===== config.mk =====
export PLATFORM = sky130hd
export DESIGN_NAME = sspr_top
export DESIGN_NICKNAME = d
export VERILOG_FILES = /design/src/inc/sspr_pkg.sv /design/src/logic/sspr_top.sv /design/src/logic/sspr_sync.sv /design/src/logic/sspr_fifo.sv
export SDC_FILE = /design/constraint.sdc
export NUM_CORES = 1
export LEC_CHECK = 0
export BUFFER_PORTS_ARGS = -buffer_cell sky130_fd_sc_hd__buf_2
export CAP_MARGIN = 0
export CORE_ASPECT_RATIO = 1.2
export CORE_MARGIN = 4
export CORE_UTILIZATION = 66
export CTS_BUF_LIST = sky130_fd_sc_hd__clkbuf_8
export CTS_CLUSTER_SIZE = 40
export DETAILED_ROUTE_END_ITERATION = 10
export GPL_TIMING_DRIVEN = 0
export PLACE_DENSITY_LB_ADDON = 0.25
export SETUP_SLACK_MARGIN = 0.2
export SLEW_MARGIN = 15
export SYNTH_ARGS = -nofsm -noshare
export SYNTH_HDL_FRONTEND = slang
export SYNTH_SLANG_ARGS = --single-unit

===== constraint.sdc =====
create_clock -name CLK -period 5.7 [get_ports CLK]
set_input_delay 0.57 -clock CLK [delete_from_list [all_inputs] [get_ports CLK]]
set_output_delay 0.57 -clock CLK [all_outputs]
set_load 0.01 [all_outputs]

===== src/inc/sspr_pkg.sv =====
// Shared constants for the synchronous serial port: register offsets, field positions, reset values, timing.
// Assumes byte addressing on a 32-bit Avalon-MM slave with one register per aligned word.
package sspr_pkg;

    localparam int unsigned ADDR_W = 6;
    localparam logic [5:0] OFS_FRAME_CFG = 6'h00;
    localparam logic [5:0] OFS_CONTROL = 6'h04;
    localparam logic [5:0] OFS_DATA = 6'h08;
    localparam logic [5:0] OFS_STATUS = 6'h0c;
    localparam logic [5:0] OFS_PRESCALE = 6'h10;
    localparam logic [5:0] OFS_IRQ_MASK = 6'h14;
    localparam logic [5:0] OFS_IRQ_RAW = 6'h18;
    localparam logic [5:0] OFS_IRQ_MASKED = 6'h1c;
    localparam logic [5:0] OFS_IRQ_CLEAR = 6'h20;

    // Control word fields.
    localparam int unsigned CTL_ROLE_BIT = 2;
    localparam int unsigned CTL_ENABLE_BIT = 1;
    localparam int unsigned CTL_RETURN_BIT = 0;

    // Status word fields.
    localparam int unsigned STS_BUSY_BIT = 4;
    localparam int unsigned STS_RX_FULL_BIT = 3;
    localparam int unsigned STS_RX_NOT_EMPTY_BIT = 2;
    localparam int unsigned STS_TX_NOT_FULL_BIT = 1;
    localparam int unsigned STS_TX_EMPTY_BIT = 0;

    // Interrupt word fields, shared by mask, raw, masked and clear views.
    localparam int unsigned IRQ_TX_LEVEL_BIT = 3;
    localparam int unsigned IRQ_RX_LEVEL_BIT = 2;
    localparam int unsigned IRQ_TIMEOUT_BIT = 1;
    localparam int unsigned IRQ_OVERRUN_BIT = 0;

    localparam logic [3:0] RST_FRAME_SIZE_M1 = 4'h7;
    localparam logic [7:0] RST_PRESCALE = 8'h00;
    localparam logic [3:0] RST_IRQ_MASK = 4'h0;
    localparam logic [31:0] RST_STATUS = 32'h0000_0003;
    localparam logic [31:0] RST_IRQ_RAW = 32'h0000_0008;

    // Receive timeout length, in serial bit periods.
    localparam int unsigned TIMEOUT_BITS = 32;
    localparam int unsigned TIMEOUT_SHIFT = $clog2(TIMEOUT_BITS);

    typedef enum logic [1:0] {
        ST_IDLE = 2'b00,
        ST_SHIFT = 2'b01,
        ST_DONE = 2'b10
    } sspr_state_t;

endpackage : sspr_pkg


===== src/logic/sspr_top.sv =====
// Synchronous serial port: register file on Avalon-MM, transmit and receive FIFOs, controller/target shifter.
// Assumes pin inputs are asynchronous to CLK; the pin wires are resolved from the enables outside.
//
// The Avalon-MM slave port was chosen for this implementation.
`timescale 1ns/100ps
module sspr_top #(
    parameter int unsigned FIFO_DEPTH = 8
) (
    input wire logic CLK, // Block clock, 10 MHz.
    input wire logic NRST, // Synchronous reset, active low.
    input wire logic CE, // Clock enable; all state holds while low.
    input wire logic [5:0] AVS_ADDRESS, // Byte address.
    input wire logic AVS_READ, // Read request.
    input wire logic AVS_WRITE, // Write request.
    input wire logic [31:0] AVS_WRITEDATA, // Write data.
    input wire logic [3:0] AVS_BYTEENABLE, // Byte lanes of a write.
    output logic [31:0] AVS_READDATA, // Read data.
    output logic AVS_WAITREQUEST, // Stall, high until the access completes.
    output logic IRQ, // Level interrupt, active high.
    input wire logic SCLK_I, // Serial clock pin level.
    output logic SCLK_O, // Serial clock driven as controller.
    output logic SCLK_OE, // Serial clock drive enable.
    input wire logic SEL_N_I, // Frame select pin level, active low.
    output logic SEL_N_O, // Frame select driven as controller, active low.
    output logic SEL_N_OE, // Frame select drive enable.
    output logic TXD_O, // Serial data out.
    output logic TXD_OE, // Serial data out drive enable.
    input wire logic RXD_I // Serial data in.
);
    localparam int unsigned CW = $clog2(FIFO_DEPTH) + 1;

    if (FIFO_DEPTH < 2 || FIFO_DEPTH > 256) begin : g_bad_depth
        $error("FIFO_DEPTH must lie between 2 and 256");
    end

    typedef struct packed {
        logic wait_req;
        logic [31:0] rdata;
        logic [3:0] size_m1;
        logic role;
        logic enable;
        logic loop;
        logic [6:0] psc_half;
        logic [3:0] mask;
        logic tmo_pend;
        logic ovr_pend;
        logic irq;
        sspr_pkg::sspr_state_t fsm;
        logic [6:0] div;
        logic [4:0] bits_left;
        logic [15:0] tx_sh;
        logic [15:0] rx_sh;
        logic sclk;
        logic sel_n;
        logic txd;
        logic sclk_oe;
        logic sel_oe;
        logic txd_oe;
        logic [12:0] tmo_cnt;
        logic sclk_prev;
    } sspr_top_st_t;

    sspr_top_st_t st_ff;
    sspr_top_st_t nxt_st;

    logic [2:0] pin_sync;
    logic sclk_s;
    logic sel_n_s;
    logic rxd_s;
    logic tx_push;
    logic tx_pop;
    logic rx_push;
    logic rx_pop;
    logic [15:0] tx_head;
    logic [15:0] rx_head;
    logic [15:0] rx_word;
    logic [CW-1:0] tx_count;
    logic [CW-1:0] rx_count;
    logic tx_full;
    logic tx_empty;
    logic rx_full;
    logic rx_empty;
    logic [3:0] raw;
    logic busy;
    logic bus_start;
    logic bus_exec;
    logic [15:0] psc_w;

    function automatic logic [15:0] size_mask(input logic [3:0] size_m1);
        size_mask = 16'hffff >> (4'hf - size_m1);
    endfunction : size_mask

    function automatic logic [15:0] merge16(input logic [15:0] old, input logic [31:0] wd, input logic [3:0] be);
        merge16 = {be[1] ? wd[15:8] : old[15:8], be[0] ? wd[7:0] : old[7:0]};
    endfunction : merge16

    sspr_sync #(
        .W(3)
    ) u_pin_sync (
        .clk(CLK),
        .nrst(NRST),
        .ce(CE),
        .d({SCLK_I, SEL_N_I, RXD_I}),
        .q(pin_sync)
    );

    assign sclk_s = pin_sync[2];
    assign sel_n_s = pin_sync[1];
    assign rxd_s = pin_sync[0];

    sspr_fifo #(
        .W(16),
        .DEPTH(FIFO_DEPTH)
    ) u_tx_fifo (
        .clk(CLK),
        .nrst(NRST),
        .ce(CE),
        .push(tx_push),
        .wdata(AVS_WRITEDATA[15:0]),
        .pop(tx_pop),
        .rdata(tx_head),
        .count(tx_count),
        .full(tx_full),
        .empty(tx_empty)
    );

    sspr_fifo #(
        .W(16),
        .DEPTH(FIFO_DEPTH)
    ) u_rx_fifo (
        .clk(CLK),
        .nrst(NRST),
        .ce(CE),
        .push(rx_push),
        .wdata(rx_word),
        .pop(rx_pop),
        .rdata(rx_head),
        .count(rx_count),
        .full(rx_full),
        .empty(rx_empty)
    );

    // An access is taken in two edges: the first latches read data, the second commits side effects.
    assign bus_start = (AVS_READ || AVS_WRITE) && st_ff.wait_req;
    assign bus_exec = (AVS_READ || AVS_WRITE) && !st_ff.wait_req;
    assign tx_push = bus_exec && AVS_WRITE && (AVS_ADDRESS == sspr_pkg::OFS_DATA) && AVS_BYTEENABLE[0];
    assign rx_pop = bus_exec && AVS_READ && (AVS_ADDRESS == sspr_pkg::OFS_DATA);
    assign rx_push = (st_ff.fsm == sspr_pkg::ST_DONE);
    assign psc_w = merge16({8'h00, st_ff.psc_half, 1'b0}, AVS_WRITEDATA, AVS_BYTEENABLE);
    assign rx_word = st_ff.rx_sh & size_mask(st_ff.size_m1);
    assign busy = (st_ff.fsm != sspr_pkg::ST_IDLE) || !tx_empty;
    assign tx_pop = st_ff.enable && (st_ff.fsm == sspr_pkg::ST_IDLE) && !tx_empty
        && (!st_ff.role || !sel_n_s);

    always_comb begin
        raw = '0;
        raw[sspr_pkg::IRQ_TX_LEVEL_BIT] = (tx_count <= CW'(FIFO_DEPTH / 2));
        raw[sspr_pkg::IRQ_RX_LEVEL_BIT] = (rx_count >= CW'(FIFO_DEPTH / 2));
        raw[sspr_pkg::IRQ_TIMEOUT_BIT] = st_ff.tmo_pend;
        raw[sspr_pkg::IRQ_OVERRUN_BIT] = st_ff.ovr_pend;
    end

    always_comb begin
        logic [31:0] rd;
        logic rx_bit;
        logic sclk_rise;
        logic sclk_fall;
        logic [15:0] shifted;
        logic [12:0] tmo_limit;
        logic [3:0] clr;
        rd = '0;
        rx_bit = 1'b0;
        sclk_rise = 1'b0;
        sclk_fall = 1'b0;
        shifted = '0;
        tmo_limit = '0;
        clr = '0;
        nxt_st = st_ff;

        // Register read data is captured at the first edge so a data-port pop sees the current head.
        if (AVS_ADDRESS == sspr_pkg::OFS_FRAME_CFG) begin
            rd[3:0] = st_ff.size_m1;
        end else if (AVS_ADDRESS == sspr_pkg::OFS_CONTROL) begin
            rd[sspr_pkg::CTL_ROLE_BIT] = st_ff.role;
            rd[sspr_pkg::CTL_ENABLE_BIT] = st_ff.enable;
            rd[sspr_pkg::CTL_RETURN_BIT] = st_ff.loop;
        end else if (AVS_ADDRESS == sspr_pkg::OFS_DATA) begin
            rd[15:0] = rx_empty ? 16'h0000 : rx_head;
        end else if (AVS_ADDRESS == sspr_pkg::OFS_STATUS) begin
            rd[sspr_pkg::STS_BUSY_BIT] = busy;
            rd[sspr_pkg::STS_RX_FULL_BIT] = rx_full;
            rd[sspr_pkg::STS_RX_NOT_EMPTY_BIT] = !rx_empty;
            rd[sspr_pkg::STS_TX_NOT_FULL_BIT] = !tx_full;
            rd[sspr_pkg::STS_TX_EMPTY_BIT] = tx_empty;
        end else if (AVS_ADDRESS == sspr_pkg::OFS_PRESCALE) begin
            rd[7:0] = {st_ff.psc_half, 1'b0};
        end else if (AVS_ADDRESS == sspr_pkg::OFS_IRQ_MASK) begin
            rd[3:0] = st_ff.mask;
        end else if (AVS_ADDRESS == sspr_pkg::OFS_IRQ_RAW) begin
            rd[3:0] = raw;
        end else if (AVS_ADDRESS == sspr_pkg::OFS_IRQ_MASKED) begin
            rd[3:0] = raw & st_ff.mask;
        end

        if (bus_start) begin
            nxt_st.wait_req = 1'b0;
            nxt_st.rdata = AVS_READ ? rd : 32'h0000_0000;
        end else if (bus_exec) begin
            nxt_st.wait_req = 1'b1;
        end

        // Writes commit at the edge where waitrequest is seen low; unmapped writes are dropped.
        if (bus_exec && AVS_WRITE && AVS_BYTEENABLE[0]) begin
            if (AVS_ADDRESS == sspr_pkg::OFS_FRAME_CFG) begin
                nxt_st.size_m1 = AVS_WRITEDATA[3:0];
            end else if (AVS_ADDRESS == sspr_pkg::OFS_CONTROL) begin
                // Role may change only while the port is disabled, so a running frame is never split.
                if (!st_ff.enable) begin
                    nxt_st.role = AVS_WRITEDATA[sspr_pkg::CTL_ROLE_BIT];
                end
                nxt_st.enable = AVS_WRITEDATA[sspr_pkg::CTL_ENABLE_BIT];
                nxt_st.loop = AVS_WRITEDATA[sspr_pkg::CTL_RETURN_BIT];
            end else if (AVS_ADDRESS == sspr_pkg::OFS_PRESCALE) begin
                nxt_st.psc_half = psc_w[7:1];
            end else if (AVS_ADDRESS == sspr_pkg::OFS_IRQ_MASK) begin
                nxt_st.mask = AVS_WRITEDATA[3:0];
            end else if (AVS_ADDRESS == sspr_pkg::OFS_IRQ_CLEAR) begin
                clr = AVS_WRITEDATA[3:0];
            end
        end

        // Latched conditions: a new event in the clearing cycle keeps the flag set.
        if (clr[sspr_pkg::IRQ_OVERRUN_BIT]) begin
            nxt_st.ovr_pend = 1'b0;
        end
        if (clr[sspr_pkg::IRQ_TIMEOUT_BIT]) begin
            nxt_st.tmo_pend = 1'b0;
        end
        if (rx_push && rx_full && !rx_pop) begin
            nxt_st.ovr_pend = 1'b1;
        end

        // Timeout runs a fixed number of bit periods of unread receive data.
        tmo_limit = {st_ff.psc_half, 1'b0, 5'b00000} << (sspr_pkg::TIMEOUT_SHIFT - 5);
        if (rx_empty || rx_pop || rx_push || !st_ff.enable) begin
            nxt_st.tmo_cnt = '0;
        end else if (st_ff.tmo_cnt >= tmo_limit) begin
            nxt_st.tmo_pend = 1'b1;
        end else begin
            nxt_st.tmo_cnt = st_ff.tmo_cnt + 13'h0001;
        end

        nxt_st.irq = |(raw & st_ff.mask);

        // Return path feeds the transmit bit straight back to the receive shifter.
        rx_bit = st_ff.loop ? st_ff.txd : rxd_s;
        nxt_st.sclk_prev = sclk_s;
        sclk_rise = st_ff.role && sclk_s && !st_ff.sclk_prev;
        sclk_fall = st_ff.role && !sclk_s && st_ff.sclk_prev;
        shifted = st_ff.tx_sh << 1;

        case (st_ff.fsm)
            sspr_pkg::ST_IDLE: begin
                nxt_st.sclk = 1'b0;
                nxt_st.sel_n = 1'b1;
                if (st_ff.enable && (!st_ff.role || !sel_n_s) && (st_ff.role || !tx_empty)) begin
                    nxt_st.tx_sh = tx_empty ? 16'h0000 : (tx_head & size_mask(st_ff.size_m1));
                    nxt_st.txd = nxt_st.tx_sh[st_ff.size_m1];
                    nxt_st.bits_left = 5'(st_ff.size_m1) + 5'h01;
                    nxt_st.div = (st_ff.psc_half == 7'h00) ? 7'h01 : st_ff.psc_half;
                    nxt_st.sel_n = st_ff.role;
                    nxt_st.fsm = sspr_pkg::ST_SHIFT;
                end
            end
            sspr_pkg::ST_SHIFT: begin
                if (!st_ff.role) begin
                    if (st_ff.div > 7'h01) begin
                        nxt_st.div = st_ff.div - 7'h01;
                    end else begin
                        nxt_st.div = (st_ff.psc_half == 7'h00) ? 7'h01 : st_ff.psc_half;
                        sclk_rise = !st_ff.sclk;
                        sclk_fall = st_ff.sclk;
                        nxt_st.sclk = !st_ff.sclk;
                    end
                end
                if (sclk_rise) begin
                    nxt_st.rx_sh = {st_ff.rx_sh[14:0], rx_bit};
                    nxt_st.bits_left = st_ff.bits_left - 5'h01;
                end
                if (sclk_fall) begin
                    if (st_ff.bits_left == 5'h00) begin
                        nxt_st.fsm = sspr_pkg::ST_DONE;
                    end else begin
                        nxt_st.tx_sh = shifted;
                        nxt_st.txd = shifted[st_ff.size_m1];
                    end
                end
                if (st_ff.role && sel_n_s) begin
                    nxt_st.fsm = sspr_pkg::ST_IDLE;
                end
            end
            sspr_pkg::ST_DONE: begin
                nxt_st.sel_n = 1'b1;
                nxt_st.fsm = sspr_pkg::ST_IDLE;
            end
            default: begin
                nxt_st.fsm = sspr_pkg::ST_IDLE;
            end
        endcase

        if (!st_ff.enable) begin
            nxt_st.fsm = sspr_pkg::ST_IDLE;
            nxt_st.sel_n = 1'b1;
            nxt_st.sclk = 1'b0;
        end

        // Pins are left undriven while disabled or looped back, and by a target that is not selected.
        nxt_st.sclk_oe = nxt_st.enable && !nxt_st.role && !nxt_st.loop;
        nxt_st.sel_oe = nxt_st.sclk_oe;
        nxt_st.txd_oe = nxt_st.enable && !nxt_st.loop && (!nxt_st.role || (nxt_st.fsm != sspr_pkg::ST_IDLE));
    end

    always_ff @(posedge CLK) begin
        if (!NRST) begin
            st_ff <= '0;
            st_ff.wait_req <= 1'b1;
            st_ff.size_m1 <= sspr_pkg::RST_FRAME_SIZE_M1;
            st_ff.psc_half <= sspr_pkg::RST_PRESCALE[7:1];
            st_ff.mask <= sspr_pkg::RST_IRQ_MASK;
            st_ff.fsm <= sspr_pkg::ST_IDLE;
            st_ff.sel_n <= 1'b1;
        end else if (CE) begin
            st_ff <= nxt_st;
        end
    end

    assign AVS_READDATA = st_ff.rdata;
    assign AVS_WAITREQUEST = st_ff.wait_req;
    assign IRQ = st_ff.irq;
    assign SCLK_O = st_ff.sclk;
    assign SCLK_OE = st_ff.sclk_oe;
    assign SEL_N_O = st_ff.sel_n;
    assign SEL_N_OE = st_ff.sel_oe;
    assign TXD_O = st_ff.txd;
    assign TXD_OE = st_ff.txd_oe;

endmodule : sspr_top


===== src/logic/sspr_sync.sv =====
// Two-flop synchroniser for pin inputs of the serial port.
// Assumes the inputs are asynchronous to CLK; only the second stage is read outside.
`timescale 1ns/100ps
module sspr_sync #(
    parameter int unsigned W = 1
) (
    input wire logic clk, // Block clock.
    input wire logic nrst, // Synchronous reset, active low.
    input wire logic ce, // Clock enable.
    input wire logic [W-1:0] d, // Asynchronous input.
    output logic [W-1:0] q // Synchronised output.
);
    typedef struct packed {
        logic [W-1:0] s1;
        logic [W-1:0] s2;
    } sspr_sync_st_t;

    sspr_sync_st_t st_ff;
    sspr_sync_st_t nxt_st;

    always_comb begin
        nxt_st.s1 = d;
        nxt_st.s2 = st_ff.s1;
    end

    always_ff @(posedge clk) begin
        if (!nrst) begin
            st_ff <= '0;
        end else if (ce) begin
            st_ff <= nxt_st;
        end
    end

    assign q = st_ff.s2;

endmodule : sspr_sync


===== src/logic/sspr_fifo.sv =====
// Small synchronous FIFO whose head word is always held in a register.
// Push is ignored when full unless a pop comes in the same cycle; pop is ignored when empty.
`timescale 1ns/100ps
module sspr_fifo #(
    parameter int unsigned W = 16,
    parameter int unsigned DEPTH = 8
) (
    input wire logic clk, // Block clock.
    input wire logic nrst, // Synchronous reset, active low.
    input wire logic ce, // Clock enable.
    input wire logic push, // Write one word.
    input wire logic [W-1:0] wdata, // Word to write.
    input wire logic pop, // Drop the head word.
    output logic [W-1:0] rdata, // Head word, valid when not empty.
    output logic [$clog2(DEPTH):0] count, // Words held.
    output logic full, // No room.
    output logic empty // Nothing held.
);
    localparam int unsigned AW = $clog2(DEPTH);

    if (DEPTH < 2 || (1 << AW) != DEPTH || W < 1) begin : g_bad_param
        $error("FIFO depth must be a power of two of at least two");
    end

    typedef struct packed {
        logic [DEPTH-1:0][W-1:0] mem;
        logic [AW-1:0] wp;
        logic [AW-1:0] rp;
        logic [AW:0] cnt;
        logic [W-1:0] head;
    } sspr_fifo_st_t;

    sspr_fifo_st_t st_ff;
    sspr_fifo_st_t nxt_st;

    always_comb begin
        logic do_pop;
        logic do_push;
        do_pop = pop && (st_ff.cnt != '0);
        do_push = push && ((st_ff.cnt != (AW+1)'(DEPTH)) || do_pop);
        nxt_st = st_ff;
        if (do_push) begin
            nxt_st.mem[st_ff.wp] = wdata;
            nxt_st.wp = st_ff.wp + 1'b1;
        end
        if (do_pop) begin
            nxt_st.rp = st_ff.rp + 1'b1;
        end
        nxt_st.cnt = st_ff.cnt + (AW+1)'(do_push) - (AW+1)'(do_pop);
        // Reading from the updated image covers a push into the head slot.
        nxt_st.head = nxt_st.mem[nxt_st.rp];
    end

    always_ff @(posedge clk) begin
        if (!nrst) begin
            st_ff <= '0;
        end else if (ce) begin
            st_ff <= nxt_st;
        end
    end

    assign rdata = st_ff.head;
    assign count = st_ff.cnt;
    assign full = (st_ff.cnt == (AW+1)'(DEPTH));
    assign empty = (st_ff.cnt == '0);

endmodule : sspr_fifo


==> metrics.csv <==
metric;value;unit
global-route wire length before repair;126000;µm
number of synthesized flops with an enable pin;0;
routed len/inst;24.5;µm
NumNets Final;3076;
switching portion of total power;26.8;%
Post-DP Area;22200;µm²
part of the Yosys area used for sequential elements;38.8;%
# hold bufs at CTS;0;
CP Max Fanout;10;
Fin Setup TNS;0;ps
core area;32200;µm²
fin. max-slew vios;1;
post-cts resize count;0;
Post-Syn Instances;2861;
post-synth top area share;38.8;%
M1 GR Usage;47.1;%
grt peak-use layer;met2;
Post CTS Setup Buffer Count;0;
Cell variety after synth;79;
Crit path required time;6110;ps
Final Skew;31.4;ps
Hold Crit Class;in -> reg;
YS warnings;0;
clock buffer count from CTS;68;
crit path buf inv count;6;
delay-heaviest family, CP;buffers and inverters;
Setup crit start kind;input port;
failing checks;max-capacitance violations, max-slew violations;
clock latency on the worst-skew pair;630;ps
area of the multi-input gates;11800;µm²
Bufs on Longest Clock Path;3;
antenna violations before repair;0;
GRT met3 Usage;11.0;%
WP data arrival;5090;ps
combinational group share of total power;6.6;%
final setup vio count;0;
Top FF cell, synth;dfxtp_1;
Vias/cell;6.76;
post-synthesis cell area;21400;µm²
Net Sw Power;0.00158;W
H-tree depth;3;
share of power burned in registers;50.1;%
Layout fillers;2598;
status;complete, but fails checks;
share of layout cells above drive strength 1;8.00;%
DRC Markers;0;
crit path capture type;flop;
CTS tree;done;
Cell Int Power;0.00430;W
PortBufs;42;
clock root buffer master;clkbuf_8;
fin crit period;4680;ps
Global Route Usage Sum;45.7;%
vias in the first global route;22600;
clock share of power;43.3;%
Antenna Nets Post-Route;0;
Worst-path clk slew;70;ps
Worst Tran Pin Value;1490;ps
GRT overflow;0;
hold_ws;203;ps
die width;173;µm
Area growth, synth to finish;9.71;%
Area contributors post-synth;dfxtp_1, nor2_1, a21oi_1;
largest stage delay on the critical path;840;ps
drt pass-1 iters;9;
pin count of the biggest net entering global routing;11;
num ports;90;
cell taking the most area after synthesis;dfxtp_1;
CTS Sinks;416;
mean post-synth cell area;7.50;µm²
final design area excluding fillers;23500;µm²
DIE HEIGHT;205;µm
Peak VDD IR;0.269;mV
Fmax;214;MHz
Via Count;23297;
GPL Wtd Cong;1.05;
ys async rst share;0;%
Max-Slew Margin vs Limit;-1.77;%
DP Wirelength;61000;µm
Crit-path slowest cell;o21ai_0;
critical path class;in -> reg;
site row count;72;
Tot Pwr;0.00588;W
Hold Vio Cnt, Final;0;
hold_sp;SCLK_I;
maximum capacitance violations;1;
initial DRC count;3192;
RSZ-0062 raised after global routing;no;
r2r startpoint;u_rx_fifo.count[2];
CP Launch Point;AVS_ADDRESS[1];
pwr/cell area;250;nW/µm²
routing usage on met2;76.4;%
Synth Register Bits;416;
register area;8330;µm²
Die ar.;35500;µm²
Leak Pwr;8.23;nW
DRT Wirelength;84400;µm
Initial Util;66.7;%
crit-path cells;buf_2 -> or4_1 -> buf_2 -> nor4_2 -> buf_4 -> buf_6 -> mux2i_1 -> clkbuf_1 -> clkbuf_1 -> nor3_1 -> o21ai_0 -> o311ai_0;
crit share post-route;82.1;%
-- per-layer routing --
| metal | vias to the layer above | routed length, µm |
|---|---|---|
| li1 | 10278 | - |
| met1 | 10693 | 27700 |
| met3 | 610 | 8630 |
| met4 | 0 | 9590 |
| met2 | 1716 | 38500 |
| met5 | - | 0 |
-- synthesized netlist by cell type, types with 8 or more instances --
library cell	count
o221ai_1	37
nand3_1	51
a22oi_1	37
nor2b_1	8
a32oi_1	8
nand2_1	338
inv_1	63
o311ai_0	11
nor2_1	555
xor2_1	16
o21ai_0	107
a21oi_1	306
buf_2	16
buf_4	35
o211ai_1	28
a221oi_1	8
or3_1	18
ha_1	35
xnor2_1	16
nor3_1	66
clkbuf_1	212
o2111ai_1	13
nand4_1	9
a31oi_1	15
o21ai_1	10
nor4_1	12
and3_1	10
mux2i_1	77
or2_2	15
nand2b_1	17
a211oi_1	103
dfxtp_1	416
and2_1	10
o22ai_1	59
-- state kept, by name, indices dropped and copies added (netlist names), 2 cells and up --
signal             flops
AVS_READDATA          16
raw                    2
st_ff                 77
u_pin_sync.nxt_st      3
u_pin_sync.q           3
u_rx_fifo.count        4
u_rx_fifo.rdata       16
u_rx_fifo.st_ff      134
u_tx_fifo.count        4
u_tx_fifo.rdata       16
u_tx_fifo.st_ff      134
-- per-stage QoR --
| step | worst slack [ps] | util, % | cells |
|---|---|---|---|
| floorplan | 2440 | - | 2876 |
| global placement | 790 | 69.1 | 3325 |
| detailed placement | 773 | 69.1 | 3325 |
| CTS | 1380 | 73.1 | 3443 |
| global route | 1060 | 73.2 | 3444 |
| finish | 1020 | 73.2 | 3445 |
-- area by class of cell --
type                       count  area share, %
timing repair buffer          43          0.915
clock buffer                  80           4.68
inverter                      63           1.01
tap                          407           2.16
multi-input combinational   2126           50.0
sequential                   416           35.4
antenna                        1         0.0106
buffer                       271           5.03
clock inverter                38          0.766
-- path summary, 6_finish.rpt --
path	endpoint	slack (ps)	depth (start not counted)
worst max-delay path	u_rx_fifo.rdata[5]	1020	12
worst min-delay path	u_pin_sync.nxt_st[2]	200	3
worst max register to register	u_rx_fifo.rdata[5]	1110	12
worst min register to register	u_tx_fifo.st_ff[56]	450	2
-- worst reg2reg max path, delay by kind of cell, from the launching register on --
| family | cells | cell delay (ps) |
|---|---|---|
| flip-flops | 1 | 330 |
| buffers and inverters | 5 | 1770 |
| AND/OR/NAND/NOR | 3 | 700 |
| AO/OA/AOI/OAI | 2 | 1130 |
| adder cells (fa/ha/maj) | 1 | 230 |
| multiplexers | 1 | 260 |
-- power groups by stage --
stage               clock network [W]  logic (W)  registers (W)
finish                        0.00255   0.000390        0.00294
global route                  0.00265   0.000405        0.00294
CTS                           0.00252   0.000365        0.00294
detailed placement                  0   0.000363        0.00300
global placement                    0   0.000357        0.00300
floorplan                           0   0.000222        0.00300
-- placed cells by master, fill, tap and decap left out, types with 8 or more instances in the layout --
master	netlist	routed
nor3_1	66	66
o21ai_1	10	10
ha_1	35	35
dfxtp_1	416	416
conb_1	1	16
nand3_1	51	51
a22oi_1	37	37
o221ai_1	37	37
a211oi_1	103	103
buf_4	35	35
nand2b_1	17	17
a21oi_1	306	306
o22ai_1	59	59
nand2_1	338	338
xnor2_1	16	16
nor2b_1	8	8
mux2i_1	77	77
clkbuf_8	0	80
inv_1	63	83
o311ai_0	11	11
o21ai_0	107	107
nor4_1	12	11
clkbuf_1	212	212
and3_1	10	10
nor2_1	555	555
o2111ai_1	13	13
nand4_1	9	9
or3_1	18	18
and2_1	10	10
o211ai_1	28	28
a32oi_1	8	8
buf_2	16	59
a221oi_1	8	8
or2_2	15	15
clkinv_2	0	14
xor2_1	16	16
a31oi_1	15	15
-- cells by family after synthesis --
| family | after synthesis | share of synthesized area (%) |
|---|---|---|
| AND/OR/NAND/NOR | 1143 | 22.6 |
| XOR/XNOR | 33 | 1.38 |
| multiplexers | 89 | 4.49 |
| AO/OA/AOI/OAI | 808 | 23.8 |
| flip-flops | 416 | 38.8 |
| adder cells (fa/ha/maj) | 37 | 2.23 |
| buffers and inverters | 334 | 6.62 |
| other | 1 | 0.0175 |
No activity file was read; power rests on OpenSTA's default activity.
